`config.mk`:
```
export PLATFORM = sky130hd
export DESIGN_NAME = vplr_top
export DESIGN_NICKNAME = d
export VERILOG_FILES = /design/src/core/vplr_pkg.sv /design/src/core/vplr_loop_core.sv /design/src/core/vplr_top.sv
export SDC_FILE = /design/constraint.sdc
export NUM_CORES = 1
export LEC_CHECK = 0
export BUFFER_PORTS_ARGS = -buffer_cell sky130_fd_sc_hd__buf_2
export CAP_MARGIN = 40
export CORE_MARGIN = 1
export CORE_UTILIZATION = 37
export DETAILED_ROUTE_END_ITERATION = 10
export PLACE_DENSITY = 0.65
export SKIP_CTS_REPAIR_TIMING = 1
export SLEW_MARGIN = 5
export SYNTH_ARGS = -nofsm -noshare
export SYNTH_HDL_FRONTEND = slang
export SYNTH_SLANG_ARGS = --single-unit
```
`constraint.sdc`:
```
create_clock -name clock_in -period 2 [get_ports clock_in]
set_input_delay 0.1 -clock clock_in [delete_from_list [all_inputs] [get_ports clock_in]]
set_output_delay 0.1 -clock clock_in [all_outputs]
set_load 0.02 [all_outputs]
```
`src/core/vplr_pkg.sv`:
```
/*
  Package for the video loop lock controller: register offsets, status bit
  positions, timing counts and the carrier structs shared by the design files.
  Assumes a 100 MHz system clock and a 32-bit Avalon-MM register port.
*/
package vplr_pkg;

  // ==========================================================================
  // Register map (byte addresses, word aligned).
  localparam logic [3:0] VPLR_OFS_TRIGGER = 4'h0;
  localparam logic [3:0] VPLR_OFS_STATUS  = 4'h4;
  localparam logic [3:0] VPLR_OFS_CONFIG  = 4'h8;
  localparam logic [3:0] VPLR_OFS_ATTEMPT = 4'hc;

  // ==========================================================================
  // Status word bit positions, and the trigger bit.
  localparam int VPLR_ST_RESET_DONE = 0;
  localparam int VPLR_ST_LOCK       = 1;
  localparam int VPLR_ST_RECAL      = 2;
  localparam int VPLR_ST_REF_LOST   = 3;
  localparam int VPLR_ST_JITTER     = 5;
  localparam int VPLR_ST_BYPASS     = 6;
  localparam int VPLR_TRIG_BIT      = 0;

  // ==========================================================================
  // Timing: settle time of the loop, and controller reset time, in cycles; then register reset values.
  localparam int VPLR_REF_NS        = 10;
  localparam int VPLR_LOCK_TIME_NS  = 2000;
  localparam logic [11:0] VPLR_LOCK_CYCLES = 12'(VPLR_LOCK_TIME_NS / VPLR_REF_NS);
  localparam logic [11:0] VPLR_CTRL_RESET_CYCLES = 12'h010;
  localparam logic [4:0]  VPLR_FAIL_FIRST = 5'h01;
  localparam logic [31:0] VPLR_CONFIG_RESET = 32'h0000_0000;

  // ==========================================================================
  // Loop state machine.
  typedef enum logic [2:0] {
    VPLR_S_CTRL_RESET,
    VPLR_S_BYPASS,
    VPLR_S_LOCKING,
    VPLR_S_LOCKED,
    VPLR_S_FAILED
  } vplr_state_t;

  // Status bits carried from the loop core to the register file.
  typedef struct packed {
    logic bypass;
    logic high_jitter_flag;
    logic reference_lost_flag;
    logic recalibration_needed;
    logic lock;
    logic controller_reset_complete;
  } vplr_status_t;

  // Full state of the loop core.
  typedef struct packed {
    vplr_state_t  state;
    logic [11:0]  count;
    logic [4:0]   attempts;
    logic         ref_seen_lost;
  } vplr_core_t;

endpackage

```
`src/core/vplr_loop_core.sv`:
```
/*
  Loop core: models the lock sequence of the video loop, including the
  failed first attempt after initialization and the later successful retry.
  Assumes start pulses come from the register file in the same clock domain.
*/
`timescale 1ns/100ps
`default_nettype none
module vplr_loop_core (
  input  wire logic                  clock_in,
  input  wire logic                  rstn_in,
  input  wire logic                  start_in,
  input  wire logic                  reference_ok_in,
  input  wire logic [4:0]            fail_first_in,
  output vplr_pkg::vplr_status_t     status_out,
  output logic [4:0]                 attempts_out
);
  import vplr_pkg::*;

  vplr_core_t r;
  vplr_core_t next_r;

  // ==========================================================================
  // Next state: reset, bypass, locking attempt, and its outcome.
  always_comb begin
    next_r = r;
    if (!reference_ok_in) begin
      next_r.ref_seen_lost = 1'b1;
    end
    unique case (r.state)
      VPLR_S_CTRL_RESET: begin
        next_r.count = r.count + 12'h001;
        if (r.count == VPLR_CTRL_RESET_CYCLES) begin
          next_r.state = VPLR_S_BYPASS;
        end
      end
      VPLR_S_LOCKING: begin
        next_r.count = r.count + 12'h001;
        if (!reference_ok_in) begin
          next_r.state = VPLR_S_FAILED;
        end else if (r.count == VPLR_LOCK_CYCLES) begin
          // Early attempts may fail; a later retry locks unless fail_first_in is 31, where attempts saturate.
          next_r.state = (r.attempts <= fail_first_in) ? VPLR_S_FAILED : VPLR_S_LOCKED;
        end
      end
      default: begin
      end
    endcase
    // A trigger always restarts the lock sequence once reset is done.
    if (start_in && r.state != VPLR_S_CTRL_RESET) begin
      next_r.state = VPLR_S_LOCKING;
      next_r.count = 12'h000;
      next_r.ref_seen_lost = !reference_ok_in;
      if (r.attempts != 5'h1f) begin
        next_r.attempts = r.attempts + 5'h01;
      end
    end
  end

  // State register.
  always_ff @(posedge clock_in or negedge rstn_in) begin
    if (!rstn_in) begin
      r <= '{state: VPLR_S_CTRL_RESET, count: 12'h000, attempts: 5'h00, ref_seen_lost: 1'b0};
    end else begin
      r <= next_r;
    end
  end

  // Status decode from the state.
  always_comb begin
    status_out.controller_reset_complete = (r.state != VPLR_S_CTRL_RESET);
    status_out.lock                      = (r.state == VPLR_S_LOCKED);
    status_out.bypass                    = (r.state == VPLR_S_BYPASS) ||
                                           (r.state == VPLR_S_CTRL_RESET);
    status_out.high_jitter_flag          = (r.state == VPLR_S_FAILED) && !r.ref_seen_lost;
    status_out.reference_lost_flag       = r.ref_seen_lost && (r.state != VPLR_S_LOCKED);
    status_out.recalibration_needed      = (r.state == VPLR_S_FAILED);
  end
  assign attempts_out = r.attempts;

  // Locked state never shows an error indication.
  a_locked_clean: assert property (@(posedge clock_in) disable iff (!rstn_in)
    status_out.lock |-> !status_out.bypass && !status_out.high_jitter_flag &&
    !status_out.reference_lost_flag && !status_out.recalibration_needed)
    else $error("Locked with an error indication.");

  // Lock is never shown before the controller reset has completed.
  a_reset_before_lock: assert property (@(posedge clock_in) disable iff (!rstn_in)
    status_out.lock |-> status_out.controller_reset_complete)
    else $error("Lock shown before controller reset completed.");

  // A retry past the failing attempts, with a good reference, ends locked.
  a_retry_locks: assert property (@(posedge clock_in) disable iff (!rstn_in)
    (r.state == VPLR_S_LOCKING && r.count == VPLR_LOCK_CYCLES && reference_ok_in &&
     r.attempts > fail_first_in && !start_in) |=> status_out.lock)
    else $error("Retry attempt did not lock.");

endmodule
`default_nettype wire

```
`src/core/vplr_top.sv`:
```
/*
  Video loop lock controller top: Avalon-MM register slave with trigger,
  status, configuration and attempt-count registers, around the loop core.
  Assumes one 100 MHz clock and a master that holds requests until waitrequest
  is low.
*/
`timescale 1ns/100ps
`default_nettype none
module vplr_top (
  input  wire logic        clock_in,
  input  wire logic        rstn_in,
  input  wire logic [3:0]  avs_address_in,
  input  wire logic        avs_read_in,
  input  wire logic        avs_write_in,
  input  wire logic [31:0] avs_writedata_in,
  input  wire logic [3:0]  avs_byteenable_in,
  input  wire logic        reference_ok_in,
  output logic [31:0]      avs_readdata_out,
  output logic             avs_waitrequest_out,
  output logic [31:0]      loop_config_out,
  output logic             lock_out
);
  import vplr_pkg::*;

  // ==========================================================================
  // Register state in one struct.
  typedef struct packed {
    logic [31:0] rdata;
    logic        ack;
    logic        trigger;
    logic [31:0] config_word;
    logic [4:0]  fail_first;
    logic        lock;
  } vplr_regs_t;

  vplr_regs_t   r;
  vplr_regs_t   next_r;
  vplr_status_t status;
  logic [4:0]   attempts;
  logic         access;

  // Merge byte lanes of a write into a word.
  function automatic logic [31:0] vplr_merge(input logic [31:0] old, input logic [31:0] wd,
                                             input logic [3:0] be);
    logic [31:0] res;
    res = old;
    for (int i = 0; i < 4; i++) begin
      if (be[i]) begin
        res[i*8 +: 8] = wd[i*8 +: 8];
      end
    end
    return res;
  endfunction

  // ==========================================================================
  // Loop core.
  vplr_loop_core u_core (
    .clock_in        (clock_in),
    .rstn_in         (rstn_in),
    .start_in        (r.trigger),
    .reference_ok_in (reference_ok_in),
    .fail_first_in   (r.fail_first),
    .status_out      (status),
    .attempts_out    (attempts)
  );

  // A request is answered one cycle after it is seen, then released.
  assign access = (avs_read_in || avs_write_in) && !r.ack;

  // ==========================================================================
  // Register file next state.
  always_comb begin
    next_r         = r;
    next_r.ack     = access;
    next_r.trigger = 1'b0;
    next_r.lock    = status.lock;
    if (access && avs_write_in) begin
      unique case (avs_address_in)
        VPLR_OFS_TRIGGER: begin
          // Setting bit 0 pulses the start of a lock sequence.
          next_r.trigger = avs_byteenable_in[0] && avs_writedata_in[VPLR_TRIG_BIT];
        end
        VPLR_OFS_CONFIG: begin
          next_r.config_word = vplr_merge(r.config_word, avs_writedata_in, avs_byteenable_in);
        end
        VPLR_OFS_ATTEMPT: begin
          if (avs_byteenable_in[0]) begin
            next_r.fail_first = avs_writedata_in[4:0];
          end
        end
        default: begin
        end
      endcase
    end
    if (access && avs_read_in) begin
      next_r.rdata = 32'h0000_0000;
      unique case (avs_address_in)
        VPLR_OFS_TRIGGER: next_r.rdata = 32'h0000_0000;
        VPLR_OFS_STATUS: begin
          next_r.rdata[VPLR_ST_BYPASS]     = status.bypass;
          next_r.rdata[VPLR_ST_JITTER]     = status.high_jitter_flag;
          next_r.rdata[VPLR_ST_REF_LOST]   = status.reference_lost_flag;
          next_r.rdata[VPLR_ST_RECAL]      = status.recalibration_needed;
          next_r.rdata[VPLR_ST_LOCK]       = status.lock;
          next_r.rdata[VPLR_ST_RESET_DONE] = status.controller_reset_complete;
        end
        VPLR_OFS_CONFIG:  next_r.rdata = r.config_word;
        VPLR_OFS_ATTEMPT: next_r.rdata = {19'h00000, attempts, 3'h0, r.fail_first};
        default:          next_r.rdata = 32'h0000_0000;
      endcase
    end
  end

  // Register update.
  always_ff @(posedge clock_in or negedge rstn_in) begin
    if (!rstn_in) begin
      r <= '{rdata: 32'h0000_0000, ack: 1'b0, trigger: 1'b0, config_word: VPLR_CONFIG_RESET,
             fail_first: VPLR_FAIL_FIRST, lock: 1'b0};
    end else begin
      r <= next_r;
    end
  end

  // Outputs straight from flip-flops; waitrequest is low only in the answer cycle.
  assign avs_readdata_out    = r.rdata;
  assign avs_waitrequest_out = !r.ack;
  assign loop_config_out     = r.config_word;
  assign lock_out            = r.lock;

  // A trigger write starts a lock sequence: lock drops within three cycles.
  a_trigger_starts: assert property (@(posedge clock_in) disable iff (!rstn_in)
    (access && avs_write_in && avs_address_in == VPLR_OFS_TRIGGER && avs_byteenable_in[0] &&
     avs_writedata_in[0] && status.controller_reset_complete) |-> ##[1:3] !status.lock)
    else $error("Trigger did not start a lock sequence.");

  // The lock output follows status bit 1 one cycle later.
  a_lock_out_follows: assert property (@(posedge clock_in) disable iff (!rstn_in)
    1'b1 |=> (lock_out == $past(status.lock)))
    else $error("Lock output does not follow the lock status.");

  // Every request is answered on the next edge.
  a_bus_answer: assert property (@(posedge clock_in) disable iff (!rstn_in)
    access |=> !avs_waitrequest_out)
    else $error("Bus request not answered in one cycle.");

endmodule
`default_nettype wire

```
==> results by group <==
Floorplanning
  • Initial core utilization: 38.1%
  • Die H: 113 um
  • # IOs: 111
  • Die ar.: 12900 um2
  • Die X: 113 um
  • Core Rows: 40
  • CORE AREA: 12100 um2

Synth
  • Number of synthesized register bits: 93
  • Synth Warn #: 0
  • Asr flop ratio synth: 100%
  • Mapped Cells: 436
  • Sequential area share after synthesis: 50.7%
  • Synth unique cells: 47
  • Top_reg_cell synth: dfrtp_1
  • Yosys top cell area share: 50.1%
  • Cell taking the most area after synthesis: dfrtp_1
  • Top area cells in the synthesized netlist: dfrtp_1, buf_4, mux2_1
  • Synth Area per Inst: 10.5 um2
  • Top-count cell post-synth: dfrtp_1
  • Number of synthesized flops with an enable pin: 0
  • Mapped Area: 4600 um2
  • Commonest cells in the netlist: dfrtp_1, buf_4, nand2_1
  • Mapped Nets: 490

Detailed routing
  • Detailed Route Iter0 Violations: 185
  • WL/cell: 14.4 um
  • ANT nets after route: 0
  • Drt first pass iters: 5
  • Routed WL: 9870 um
  • Vias after detailed routing: 3384
  • Vias/cell: 4.93
  • Residual DRC: 0

Power
  • Leak: 2.71 nW
  • PwrDens: 919 nW/um2
  • VDD IR max: 0.388 mV

Placement
  • DP Wirelength: 7020 um
  • Port Buffers: 110
  • Final Wtd Congestion: 0.808

Layout
  • Fin nets: 568
  • Diode count: 0
  • Fillers: 1084
  • P&R area growth vs syn: 19.2%
  • Layout cells sized above 1: 30.3%
  • Total area of sequential cells: 2330 um2
  • Footprint of the multi-input gates: 1690 um2

Clock tree
  • H-Tree Depth: 3
  • Num CTS Buffers: 9
  • Later-pin clock latency in the skew report: 0.33 ns
  • Root Buffer: clkbuf_16
  • Clk buf depth: 2
  • Clock slew at reported path FFs: 0.06 ns
  • CTS tree: built
  • # clock sinks: 93

Timing
  • Fin. Hold Viols: 1
  • Worst hold margin: -0.00109 ns
  • RSZ-0062 raised after global routing: false
  • Tcrit/Tclk final: 90.7%
  • Clock skew: 0.00534 ns
  • Fmax: 551 MHz
  • Max-slew violations: 0
  • Slew Limit Headroom: 65.6%
  • Setup tns final: 0 ns
  • Count of final setup violators: 0
  • Worst slew pin tran: 0.515 ns
  • Tmin final: 1.81 ns

GRT
  • Vias in the first global route: 3239
  • Antenna violations before repair: 0
  • First-pass GRT wire length: 15900 um
  • GRT Util Overall: 15.8%
  • GR Overflow Total: 0
  • Largest net degree at the start of global routing: 57

Job
  • Maxcap violations: 0

Worst setup path
  • Critical path launch point type: flip-flop
  • FF-to-FF End: u_core.attempts_out[4]$_DFFE_PN0P_
  • Reg2reg path depth: 5
  • Crit. End Element: flip-flop
  • CP Data Required Time: 2.22 ns
  • Worst r2r src: u_core.attempts_out[1]$_DFFE_PN0P_
  • CP arrival: 2.03 ns
  • FF-to-FF setup slack: 0.19 ns
  • CP max FO: 5
  • Crit path kind: reg2reg

Hold path
  • Hold path start: reference_ok_in
  • HP Class: in2reg
  • Hold Crit Endpoint: u_core.r[0]$_DFFE_PN0P_
  • Hold path depth: 2

Outcome
  • Status: finished, violations left
  • Failing checks: negative hold slack
cell type report:
cell class	count	area share (%)
Sequential cell	93	42.5
Timing Repair Buffer	148	17.0
Tap cell	168	3.84
Inverter	10	0.685
Multi-Input combinational cell	252	30.8
Clock inverter	4	0.914
Clock buffer	11	4.25
critical path: stages, from the launching register on:
cell and delay, ns:
dfrtp_1 0.43, ha_1 0.22, and3_1 0.20, ha_1 0.18
nor2_1 0.30, mux2_2 0.38
logic make-up (layout without fill, tap and decap cells):
family | count (synthesis) | count (layout) | share of synthesized area, %
buffers and inverters | 91 | 173 | 12.7
AOI/OAI and AO/OA | 69 | 69 | 9.39
xor gates and xnor gates | 11 | 11 | 2.10
adders and majority gates | 9 | 9 | 2.45
DFF | 93 | 93 | 50.7
and+or+nand+nor | 124 | 124 | 13.1
muxes | 39 | 39 | 9.56
how the worst max path moves through the flow:
stage                                  startpoint                                 end  slack [ns]  depth (start not counted)
3_5_place_dp   u_core.attempts_out[1]$_DFFE_PN0P_  u_core.attempts_out[1]$_DFFE_PN0P_        0.20                          5
6_report       u_core.attempts_out[1]$_DFFE_PN0P_  u_core.attempts_out[4]$_DFFE_PN0P_        0.19                          5
5_1_grt        u_core.attempts_out[1]$_DFFE_PN0P_  u_core.attempts_out[1]$_DFFE_PN0P_        0.09                          5
3_3_place_gp   u_core.attempts_out[1]$_DFFE_PN0P_  u_core.attempts_out[4]$_DFFE_PN0P_        0.27                          5
2_1_floorplan  u_core.attempts_out[0]$_DFFE_PN0P_  u_core.attempts_out[1]$_DFFE_PN0P_        0.33                          5
4_1_cts        u_core.attempts_out[1]$_DFFE_PN0P_  u_core.attempts_out[1]$_DFFE_PN0P_        0.18                          5
metrics by stage:
stage	utilization (%)	setup slack (ns)	total power [mW]	instances	cell area [um2]
after floorplan	-	0.330	3.15	436	4600
after detailed placement	40.7	0.201	3.38	643	4910
final	45.4	0.187	5.03	686	5480
after CTS	43.1	0.183	5.04	658	5200
after global routing	45.4	0.0933	5.33	686	5480
after global placement	40.7	0.273	3.34	642	4910
per-layer routing:
metal	wire length [um]	vias up	GRT usage, %
met2	4890	116	25.5
met3	484	6	4.14
met5	0	-	0
li1	-	1589	-
met1	4400	1673	20.5
met4	87	0	5.53
state kept, by name (all words and copies together), names as in the netlist:
name,count
loop_config_out,32
r,7
lock_out,1
u_core.r,16
avs_readdata_out,32
u_core.attempts_out,5
placed cells by master, fill, tap and decap left out, types with 4 or more instances in the layout:
master	n
clkbuf_16	9
o21ai_0	34
inv_1	10
buf_4	9
nor2b_1	4
mux2_2	15
xor2_1	7
mux2_1	24
ha_1	9
dfrtp_1	92
xnor2_1	4
nand4_1	5
nand3_1	8
and3_1	5
a21oi_1	6
buf_2	109
and2_1	4
nand2_2	4
o31ai_1	4
a22oi_1	7
nor2_1	17
nand2_1	63
dlygate4sd3_1	28
where the power goes:
group / internal, mW / switching (mW) / total, mW
clock: 0.960 / 0.685 / 1.65
sequential: 2.11 / 0.232 / 2.34
combinational: 0.457 / 0.588 / 1.04
total: 3.53 / 1.51 / 5.03
(Power assumes the default switching activity.)
